<file path="src/rtl/pcc_defines.vh">
// Constants of the converter configuration register bank.
// Behaviour
// RULE1: Sense control 10 selects output-referenced rising-slope current sensing.
// RULE2: Sense control 00 is ground-referenced falling slope, 01 output-referenced falling.
// RULE3: Ramp response bit clear waits for power good; set keeps it active throughout.
// RULE4: Alternate ramp control bit clear disables, set enables alternate ramp behaviour.
// RULE5: Bit 1 selects open-drain power good when clear, push-pull when set.
// RULE6: Bit 0 selects open-drain switch clock pin when clear, push-pull when set.
// RULE7: Minimum on-time in a ramp is (field plus one) times period over 256.
// RULE8: Minimum duty applies during ramps only while its enable bit is set.
// RULE9: Alternate ramp-down clear ramps the output down over the turn-off fall time.
// RULE10: Alternate ramp-down set holds output high impedance until undervoltage threshold.
// RULE11: Time-out bit set stops switch clock 500 ms after disable; clear keeps it.
// RULE12: Feed-forward bit clear corrects loop coefficients for input voltage; set does not.
// RULE13: Spreading clear and sequencing disabled ignores faults from other devices.
// RULE14: Spreading clear and sequencing enabled sequences down outward from failed device.
// RULE15: Spreading set makes a group fault shut this device down at once.
`ifndef PCC_DEFINES_VH
`define PCC_DEFINES_VH

// ----------------------------------------------------------------------------
// Command codes
// ----------------------------------------------------------------------------
`define PCC_CMD_SENSE_PIN      8'hd0
`define PCC_CMD_RAMP_CLK       8'hd1

// ----------------------------------------------------------------------------
// Reset values and writable masks
// ----------------------------------------------------------------------------
`define PCC_SENSE_PIN_RESET    16'h0000
`define PCC_RAMP_CLK_RESET     16'h0000
`define PCC_SENSE_PIN_MASK     16'hff3f
`define PCC_RAMP_CLK_MASK      16'hfbff

// ----------------------------------------------------------------------------
// Field positions of sense_and_pin_options
// ----------------------------------------------------------------------------
`define PCC_SENSE_CTRL_HI      5
`define PCC_SENSE_CTRL_LO      4
`define PCC_NLR_RAMP_BIT       3
`define PCC_ALT_RAMP_BIT       2
`define PCC_PG_PUSHPULL_BIT    1
`define PCC_SYNC_PUSHPULL_BIT  0
`define PCC_SENSE_GND_FALL     2'h0
`define PCC_SENSE_VOUT_FALL    2'h1
`define PCC_SENSE_VOUT_RISE    2'h2

// ----------------------------------------------------------------------------
// Field positions of ramp_and_clock_options
// ----------------------------------------------------------------------------
`define PCC_MIN_DUTY_HI        15
`define PCC_MIN_DUTY_LO        14
`define PCC_MIN_DUTY_EN_BIT    13
`define PCC_ALT_RAMP_DOWN_BIT  12
`define PCC_SYNC_TIMEOUT_BIT   11
`define PCC_FF_OFF_BIT         9
`define PCC_FAULT_SPREAD_BIT   8

// ----------------------------------------------------------------------------
// Timing
// ----------------------------------------------------------------------------
`define PCC_CLK_PERIOD_NS      10
`define PCC_SYNC_TIMEOUT_MS    500
`define PCC_SYNC_TIMEOUT_CYC   ((`PCC_SYNC_TIMEOUT_MS * 1000000) / `PCC_CLK_PERIOD_NS)
`define PCC_MIN_DUTY_DIV       256

`endif

</file>
<file path="src/rtl/pcc_sync_timeout.v">
// Switch clock time-out timer that runs after the device is disabled.
`timescale 1ns/1ns
module pcc_sync_timeout #(
   parameter TIMEOUT_CYC = 50000000,
   parameter CNT_W       = 26
) (
   clk_sys,
   rst,
   device_enabled,
   timeout_en,
   expired
);
   input  wire             clk_sys;
   input  wire             rst;
   input  wire             device_enabled;
   input  wire             timeout_en;
   output reg              expired;

   reg [CNT_W-1:0] count_reg;

   // The count restarts on every enable, so a short disable never stops the clock.
   always @(posedge clk_sys) begin
      if (rst || device_enabled || !timeout_en) begin
         count_reg <= {CNT_W{1'b0}};
         expired   <= 1'b0;
      end else if (count_reg == TIMEOUT_CYC[CNT_W-1:0] - {{(CNT_W-1){1'b0}}, 1'b1}) begin
         expired   <= 1'b1; // [RULE11]
      end else begin
         count_reg <= count_reg + {{(CNT_W-1){1'b0}}, 1'b1};
      end
   end
endmodule

</file>
<file path="src/rtl/pcc_config_bank.v">
// Configuration register bank of a point-of-load converter controller.
`timescale 1ns/1ns
`include "pcc_defines.vh"
module pcc_config_bank #(
   parameter SYNC_TIMEOUT_CYC = `PCC_SYNC_TIMEOUT_CYC,
   parameter TIMEOUT_W        = 26
) (
   input  wire        clk_sys,
   input  wire        rst,
   input  wire        cmd_valid,
   input  wire        cmd_write,
   input  wire [7:0]  cmd_code,
   input  wire [15:0] cmd_wdata,
   output reg  [15:0] cmd_rdata,
   output reg         cmd_done,
   output reg         cmd_unsupported,
   input  wire        device_enabled,
   input  wire        ramp_up_active,
   input  wire        ramp_down_active,
   input  wire        power_good_state,
   input  wire        vout_below_uv,
   input  wire        switch_clock,
   input  wire        group_fault_received,
   input  wire        sequencing_enabled,
   output reg         sense_vout_ref,
   output reg         sense_rising_slope,
   output reg         nonlinear_response_en,
   output reg         alternate_ramp_en,
   output reg         min_duty_active,
   output reg  [8:0]  min_on_time_256ths,
   output reg         follow_turn_off_fall_time,
   output reg         output_high_impedance,
   output reg         vin_coeff_correction_en,
   output reg         shutdown_now,
   output reg         sequence_down_req,
   input  wire        power_good_output_in,
   output reg         power_good_output_out,
   output reg         power_good_output_oe_n,
   input  wire        switch_clock_pin_in,
   output reg         switch_clock_pin_out,
   output reg         switch_clock_pin_oe_n,
   output reg  [1:0]  pin_level
);

   // -------------------------------------------------------------------------
   // Register file
   // -------------------------------------------------------------------------
   reg  [15:0] sense_and_pin_options_reg;
   reg  [15:0] ramp_and_clock_options_reg;
   wire        hit_sense;
   wire        hit_ramp;

   assign hit_sense = (cmd_code == `PCC_CMD_SENSE_PIN);
   assign hit_ramp  = (cmd_code == `PCC_CMD_RAMP_CLK);

   always @(posedge clk_sys) begin
      if (rst) begin
         sense_and_pin_options_reg  <= `PCC_SENSE_PIN_RESET;
         ramp_and_clock_options_reg <= `PCC_RAMP_CLK_RESET;
         cmd_rdata                  <= 16'h0000;
         cmd_done                   <= 1'b0;
         cmd_unsupported            <= 1'b0;
      end else begin
         cmd_done        <= cmd_valid;
         cmd_unsupported <= cmd_valid && !hit_sense && !hit_ramp;
         if (cmd_valid && cmd_write) begin
            if (hit_sense) begin
               sense_and_pin_options_reg <= cmd_wdata & `PCC_SENSE_PIN_MASK;
            end else if (hit_ramp) begin
               ramp_and_clock_options_reg <= cmd_wdata & `PCC_RAMP_CLK_MASK;
            end
         end
         if (cmd_valid && !cmd_write) begin
            if (hit_sense) begin
               cmd_rdata <= sense_and_pin_options_reg;
            end else if (hit_ramp) begin
               cmd_rdata <= ramp_and_clock_options_reg;
            end else begin
               cmd_rdata <= 16'h0000;
            end
         end
      end
   end

   // -------------------------------------------------------------------------
   // Field extraction
   // -------------------------------------------------------------------------
   wire [1:0] sense_ctrl;
   wire [1:0] min_duty_field;
   wire       nlr_always;
   wire       pg_push_pull;
   wire       sync_push_pull;
   wire       alt_ramp_down;
   wire       spread_faults;

   assign sense_ctrl     = sense_and_pin_options_reg[`PCC_SENSE_CTRL_HI:`PCC_SENSE_CTRL_LO];
   assign nlr_always     = sense_and_pin_options_reg[`PCC_NLR_RAMP_BIT];
   assign pg_push_pull   = sense_and_pin_options_reg[`PCC_PG_PUSHPULL_BIT];
   assign sync_push_pull = sense_and_pin_options_reg[`PCC_SYNC_PUSHPULL_BIT];
   assign min_duty_field = ramp_and_clock_options_reg[`PCC_MIN_DUTY_HI:`PCC_MIN_DUTY_LO];
   assign alt_ramp_down  = ramp_and_clock_options_reg[`PCC_ALT_RAMP_DOWN_BIT];
   assign spread_faults  = ramp_and_clock_options_reg[`PCC_FAULT_SPREAD_BIT];

   // -------------------------------------------------------------------------
   // Switch clock time-out
   // -------------------------------------------------------------------------
   wire sync_expired;

   pcc_sync_timeout #(
      .TIMEOUT_CYC (SYNC_TIMEOUT_CYC),
      .CNT_W       (TIMEOUT_W)
   ) u_sync_timeout (
      .clk_sys        (clk_sys),
      .rst            (rst),
      .device_enabled (device_enabled),
      .timeout_en     (ramp_and_clock_options_reg[`PCC_SYNC_TIMEOUT_BIT]),
      .expired        (sync_expired)
   );

   // -------------------------------------------------------------------------
   // Pin readback synchronisers
   // -------------------------------------------------------------------------
   wire [1:0] pin_raw;
   assign pin_raw = {switch_clock_pin_in, power_good_output_in};

   genvar gi;
   generate
      for (gi = 0; gi < 2; gi = gi + 1) begin : g_pin_sync
         reg s1_reg;
         reg s2_reg;
         reg s3_reg;
         // A new level is taken only once the second and third stages agree.
         always @(posedge clk_sys) begin
            if (rst) begin
               s1_reg        <= 1'b0;
               s2_reg        <= 1'b0;
               s3_reg        <= 1'b0;
               pin_level[gi] <= 1'b0;
            end else begin
               s1_reg <= pin_raw[gi];
               s2_reg <= s1_reg;
               s3_reg <= s2_reg;
               if (s2_reg == s3_reg) begin
                  pin_level[gi] <= s3_reg;
               end
            end
         end
      end
   endgenerate

   // -------------------------------------------------------------------------
   // Control outputs
   // -------------------------------------------------------------------------
   always @(posedge clk_sys) begin
      if (rst) begin
         sense_vout_ref            <= 1'b0;
         sense_rising_slope        <= 1'b0;
         nonlinear_response_en     <= 1'b0;
         alternate_ramp_en         <= 1'b0;
         min_duty_active           <= 1'b0;
         min_on_time_256ths        <= 9'h000;
         follow_turn_off_fall_time <= 1'b0;
         output_high_impedance     <= 1'b0;
         vin_coeff_correction_en   <= 1'b1;
         shutdown_now              <= 1'b0;
         sequence_down_req         <= 1'b0;
      end else begin
         // Code 11 is undefined and falls back to ground-referenced sensing.
         sense_vout_ref     <= (sense_ctrl == `PCC_SENSE_VOUT_FALL) ||
                               (sense_ctrl == `PCC_SENSE_VOUT_RISE); // [RULE1] [RULE2]
         sense_rising_slope <= (sense_ctrl == `PCC_SENSE_VOUT_RISE); // [RULE1]
         nonlinear_response_en <= !ramp_up_active || nlr_always
                                  || power_good_state; // [RULE3]
         alternate_ramp_en  <= sense_and_pin_options_reg[`PCC_ALT_RAMP_BIT]; // [RULE4]
         min_duty_active    <= (ramp_up_active || ramp_down_active) &&
                               ramp_and_clock_options_reg[`PCC_MIN_DUTY_EN_BIT]; // [RULE8]
         if ((ramp_up_active || ramp_down_active) &&
             ramp_and_clock_options_reg[`PCC_MIN_DUTY_EN_BIT]) begin
            min_on_time_256ths <= {7'h00, min_duty_field} + 9'h001; // [RULE7]
         end else begin
            min_on_time_256ths <= 9'h000; // [RULE8]
         end
         follow_turn_off_fall_time <= ramp_down_active && !alt_ramp_down; // [RULE9]
         output_high_impedance <= ramp_down_active && alt_ramp_down
                                  && !vout_below_uv; // [RULE10]
         vin_coeff_correction_en <= !ramp_and_clock_options_reg[`PCC_FF_OFF_BIT]; // [RULE12]
         shutdown_now      <= group_fault_received && spread_faults; // [RULE15]
         // With neither spreading nor sequencing, a received fault has no effect.
         sequence_down_req <= group_fault_received && !spread_faults
                              && sequencing_enabled; // [RULE13] [RULE14]
      end
   end

   // -------------------------------------------------------------------------
   // Pin drivers
   // -------------------------------------------------------------------------
   always @(posedge clk_sys) begin
      if (rst) begin
         power_good_output_out  <= 1'b0;
         power_good_output_oe_n <= 1'b0;
         switch_clock_pin_out   <= 1'b0;
         switch_clock_pin_oe_n  <= 1'b1;
      end else begin
         power_good_output_out <= power_good_state;
         // Open-drain drives only the low level and releases for high.
         power_good_output_oe_n <= !pg_push_pull && power_good_state; // [RULE5]
         if (sync_expired) begin
            switch_clock_pin_out  <= 1'b0;
            switch_clock_pin_oe_n <= 1'b1; // [RULE11]
         end else begin
            switch_clock_pin_out  <= switch_clock;
            switch_clock_pin_oe_n <= !sync_push_pull && switch_clock; // [RULE6]
         end
      end
   end
endmodule

</file>
<file path="config.mk">
export PLATFORM = sky130hd
export DESIGN_NAME = pcc_config_bank
export DESIGN_NICKNAME = d
export VERILOG_FILES = /design/src/rtl/pcc_sync_timeout.v /design/src/rtl/pcc_config_bank.v
export VERILOG_INCLUDE_DIRS = /design/src /design/src/rtl
export SDC_FILE = /design/constraint.sdc
export NUM_CORES = 1
export LEC_CHECK = 0
export BUFFER_PORTS_ARGS = -buffer_cell sky130_fd_sc_hd__clkbuf_2
export CORE_MARGIN = 5
export CORE_UTILIZATION = 25
export CTS_CLUSTER_DIAMETER = 150
export DETAILED_ROUTE_END_ITERATION = 12
export GPL_ROUTABILITY_DRIVEN = 1
export REMOVE_ABC_BUFFERS = 1
export SYNTH_ARGS = -nofsm -noshare
export SYNTH_HDL_FRONTEND = slang
export SYNTH_SLANG_ARGS = --single-unit
</file>
<file path="constraint.sdc">
create_clock -name clk_sys -period 4.6 [get_ports clk_sys]
set_clock_uncertainty 0.05 [all_clocks]
set_input_delay 0.69 -clock clk_sys [delete_from_list [all_inputs] [get_ports clk_sys]]
set_output_delay 0.69 -clock clk_sys [all_outputs]
set_load 0.1 [all_outputs]
</file>
==> results.py <==
metrics = {
    "outcome": {
        "status": "finished, final reports clean",
    },
    "power_and_ir_drop": {
        "powerDensity_nw_per_um2": 371,
        "p_int_mw": 1.26,
        "p_switching_mw": 0.449,
        "switching_share_pct": 26.3,
        "ir_worst_vdd_mv": 0.165,
        "pwr-share-clk_pct": 39.2,
        "seq_power_share_pct": 51.2,
        "pwr-share-comb_pct": 9.6,
        "leakagePower_nw": 1.86,
    },
    "min_path": {
        "hold_path.class": "reg2reg",
        "whs_endpoint": "g_pin_sync[1].s2_reg",
        "hp-start": "g_pin_sync[1].s1_reg",
        "min_path_cells": 1,
    },
    "synth": {
        "async_reset_ff_share_pct": 0,
        "synth-main-ff-cell": "dfxtp_1",
        "synth_cell_types": 43,
        "ys_seq_area_share_pct": 51.1,
        "synth_top_family_by_area": "simple AND/OR/NAND/NOR gates",
        "synth-xor-area-share_pct": 1.13,
        "synth-adder-area-share_pct": 0.969,
        "synth_compound_area_share_pct": 12.7,
        "ys_seq_elements": 99,
        "syn_inst": 410,
        "syn-cell-area_um2": 3870,
        "yosysWarnings": 0,
        "yosys.area_share.simple_pct": 20.9,
        "synth_edf_count": 0,
        "syn_area_per_cell_um2": 9.45,
        "muxShareOfSynthArea_pct": 8.01,
    },
    "sta": {
        "fmax_mhz": 392,
        "setup_violations": 0,
        "maxSlewHeadroom_pct": 19.3,
        "rsz0062_at_grt": "no",
        "slew_viol_final": 0,
        "fin_crit_sh_pct": 55.4,
        "tns_ps": 0,
        "worst_pin_slew_ps": 1210,
        "timing.final.hold_violations": 0,
        "period_minus_slack_ps": 2550,
    },
    "critical_path": {
        "start_kind": "primary input",
        "rrSetupSlack_ps": 2430,
        "r2r_end": "u_sync_timeout.count_reg[22]",
        "worstPathMaxFanout": 15,
        "r2r_start": "u_sync_timeout.count_reg[0]",
        "arrival_ps": 2780,
        "rr_worst_depth": 5,
        "required_ps": 4830,
        "worstSetupEndpointType": "flip-flop",
        "crit_type": "in2reg",
    },
    "drt": {
        "dr.pass1.iters": 4,
        "ant_nets": 0,
        "routedWlPerCell_um": 14.0,
        "num_vias": 3194,
        "dr.first_iter.drc_count": 131,
        "wl_um": 9240,
        "drc": 0,
        "vias_per_cell": 4.83,
    },
    "layout": {
        "seq_area_um2": 1980,
        "fill_cells": 1608,
        "largest_register_ffs": 26,
        "antenna_cells": 0,
        "multi_input_area_um2": 1720,
        "final_nets": 510,
        "area_delta_synth_final_pct": 19.0,
        "fin_cells": 661,
        "drive_above_1_share_pct": 19.9,
    },
    "placement": {
        "placed_cells": 646,
        "hpwl_um": 6570,
        "io_buffers": 74,
        "gp_congestion": 0.799,
    },
    "grt": {
        "antenna_found_initial": 0,
        "grt.met2_usage_pct": 17.3,
        "grt_max_degree": 40,
        "grt-ovfl-total": 0,
        "grt_pass1_vias": 3116,
        "grt_pass1_wl_um": 15300,
        "met3_usage_pct": 3.24,
        "grtUsageTotal_pct": 10.3,
        "grtUsageMet1_pct": 12.9,
        "busiest_layer": "met2",
    },
    "cts": {
        "postCtsSetupRepairBufs": 0,
        "htree_levels": 3,
        "numClockSinks": 99,
        "clk_latency_ps": 340,
        "cts_made_buffers": 9,
        "path_clk_slew_ps": 70,
        "clock-root-buffer": "clkbuf_16",
        "hold_buffers": 0,
        "cts_tree": "yes",
        "clockBufferDepth": 2,
        "cts_resized": 0,
    },
    "floorplan": {
        "core_area_um2": 15200,
        "die_h_um": 135,
        "initial_core_util_pct": 25.5,
        "ios": 81,
        "die_area_um2": 18100,
        "die_w_um": 135,
        "rows": 45,
    },
    "run": {
        "maxCapViolations": 0,
    },
}
==> power groups by stage <==
| stage | registers, mW | clock network, mW | logic (mW) |
|---|---|---|---|
| after floorplan | 0.971 | 0 | 0.0421 |
| after global placement | 0.895 | 0 | 0.163 |
| after detailed placement | 0.895 | 0 | 0.165 |
| after CTS | 0.876 | 0.690 | 0.165 |
| after global routing | 0.876 | 0.723 | 0.172 |
| final | 0.875 | 0.669 | 0.164 |
==> area by class of cell <==
type	count	share of cell area (%)
flip-flops and latches	99	43.0
multi-input cells	276	37.4
clock buffers	10	4.96
clock inverters	5	0.678
well taps	188	5.10
inverters	7	0.570
repair buffers	76	8.36
==> critical path, stage by stage <==
cell and delay [ps]:
clkbuf_2 80, or4b_1 670, nor3_2 930, a221oi_1 240
nor2_1 160
==> cell families after synthesis <==
kind of cell / Yosys count
xor gates and xnor gates: 5
other: 1
muxes: 31
adders and majority gates: 3
and+or+nand+nor: 152
buffers and inverters: 40
DFF: 99
AOI/OAI and AO/OA: 79
==> layer usage <==
metal	part of all wire (%)	wire, um	vias up
li1	-	-	1562
met1	44	4070	1548
met2	50	4630	77
met3	5.1	467	7
met4	0.80	74	0
met5	0	0	-
==> worst max-delay path by stage <==
stage	startpoint	to	slack (ps)	depth (start not counted)
after floorplan	cmd_code[3]	cmd_rdata[0]	1960	4
after global placement	cmd_code[3]	cmd_rdata[0]	1780	5
after detailed placement	cmd_code[3]	cmd_rdata[12]	1710	5
after CTS	cmd_code[3]	cmd_rdata[12]	2060	5
after global routing	cmd_code[3]	cmd_rdata[9]	1910	5
final	cmd_code[3]	cmd_rdata[12]	2050	5
==> synthesized netlist by cell type, types with 4 or more instances <==
| cell | instances | area share, % |
|---|---|---|
| or3_1 | 7 | 1.1 |
| mux2i_1 | 31 | 8.0 |
| and4_1 | 7 | 1.6 |
| buf_1 | 4 | 0.39 |
| nor3_1 | 5 | 0.65 |
| and3_1 | 4 | 0.65 |
| a221oi_1 | 13 | 2.9 |
| nand2_1 | 19 | 1.8 |
| xor2_1 | 4 | 0.90 |
| and2_1 | 5 | 0.81 |
| nor2_1 | 54 | 5.2 |
| dfxtp_1 | 99 | 51 |
| buf_4 | 7 | 1.4 |
| o21ai_0 | 30 | 3.9 |
| or4_1 | 4 | 0.77 |
| nand4_1 | 9 | 1.5 |
| o31ai_1 | 4 | 0.77 |
| nand3_1 | 12 | 1.5 |
| clkbuf_1 | 17 | 1.6 |
| nor2b_1 | 12 | 1.9 |
| inv_1 | 7 | 0.68 |
| a21oi_1 | 23 | 3.0 |
==> per-stage QoR <==
stage               area [um^2]  hold WS, ps  total power [mW]  util (%)  worst slack (ps)
finish                     4610          390              1.71      30.3              2050
global route               4610          402              1.77      30.3              1910
CTS                        4610          390              1.73      30.3              2060
detailed placement         4350          371              1.06      28.6              1710
global placement           4350          358              1.06      28.6              1780
floorplan                  3720          321              1.01         -              1960
==> cell usage in the layout, fill, tap and decap left out, types with 5 or more instances in the layout <==
cell / instances
and4_1: 7
nor2_1: 54
conb_1: 6
and2_1: 5
nor2b_1: 12
o21ai_0: 30
dfxtp_1: 99
clkbuf_2: 74
a221oi_1: 13
clkbuf_16: 9
a21oi_1: 23
inv_1: 7
nand3_1: 12
or3_1: 7
mux2i_1: 31
nand2_1: 19
nand4_1: 9
Power figures use the tool's default switching activity.
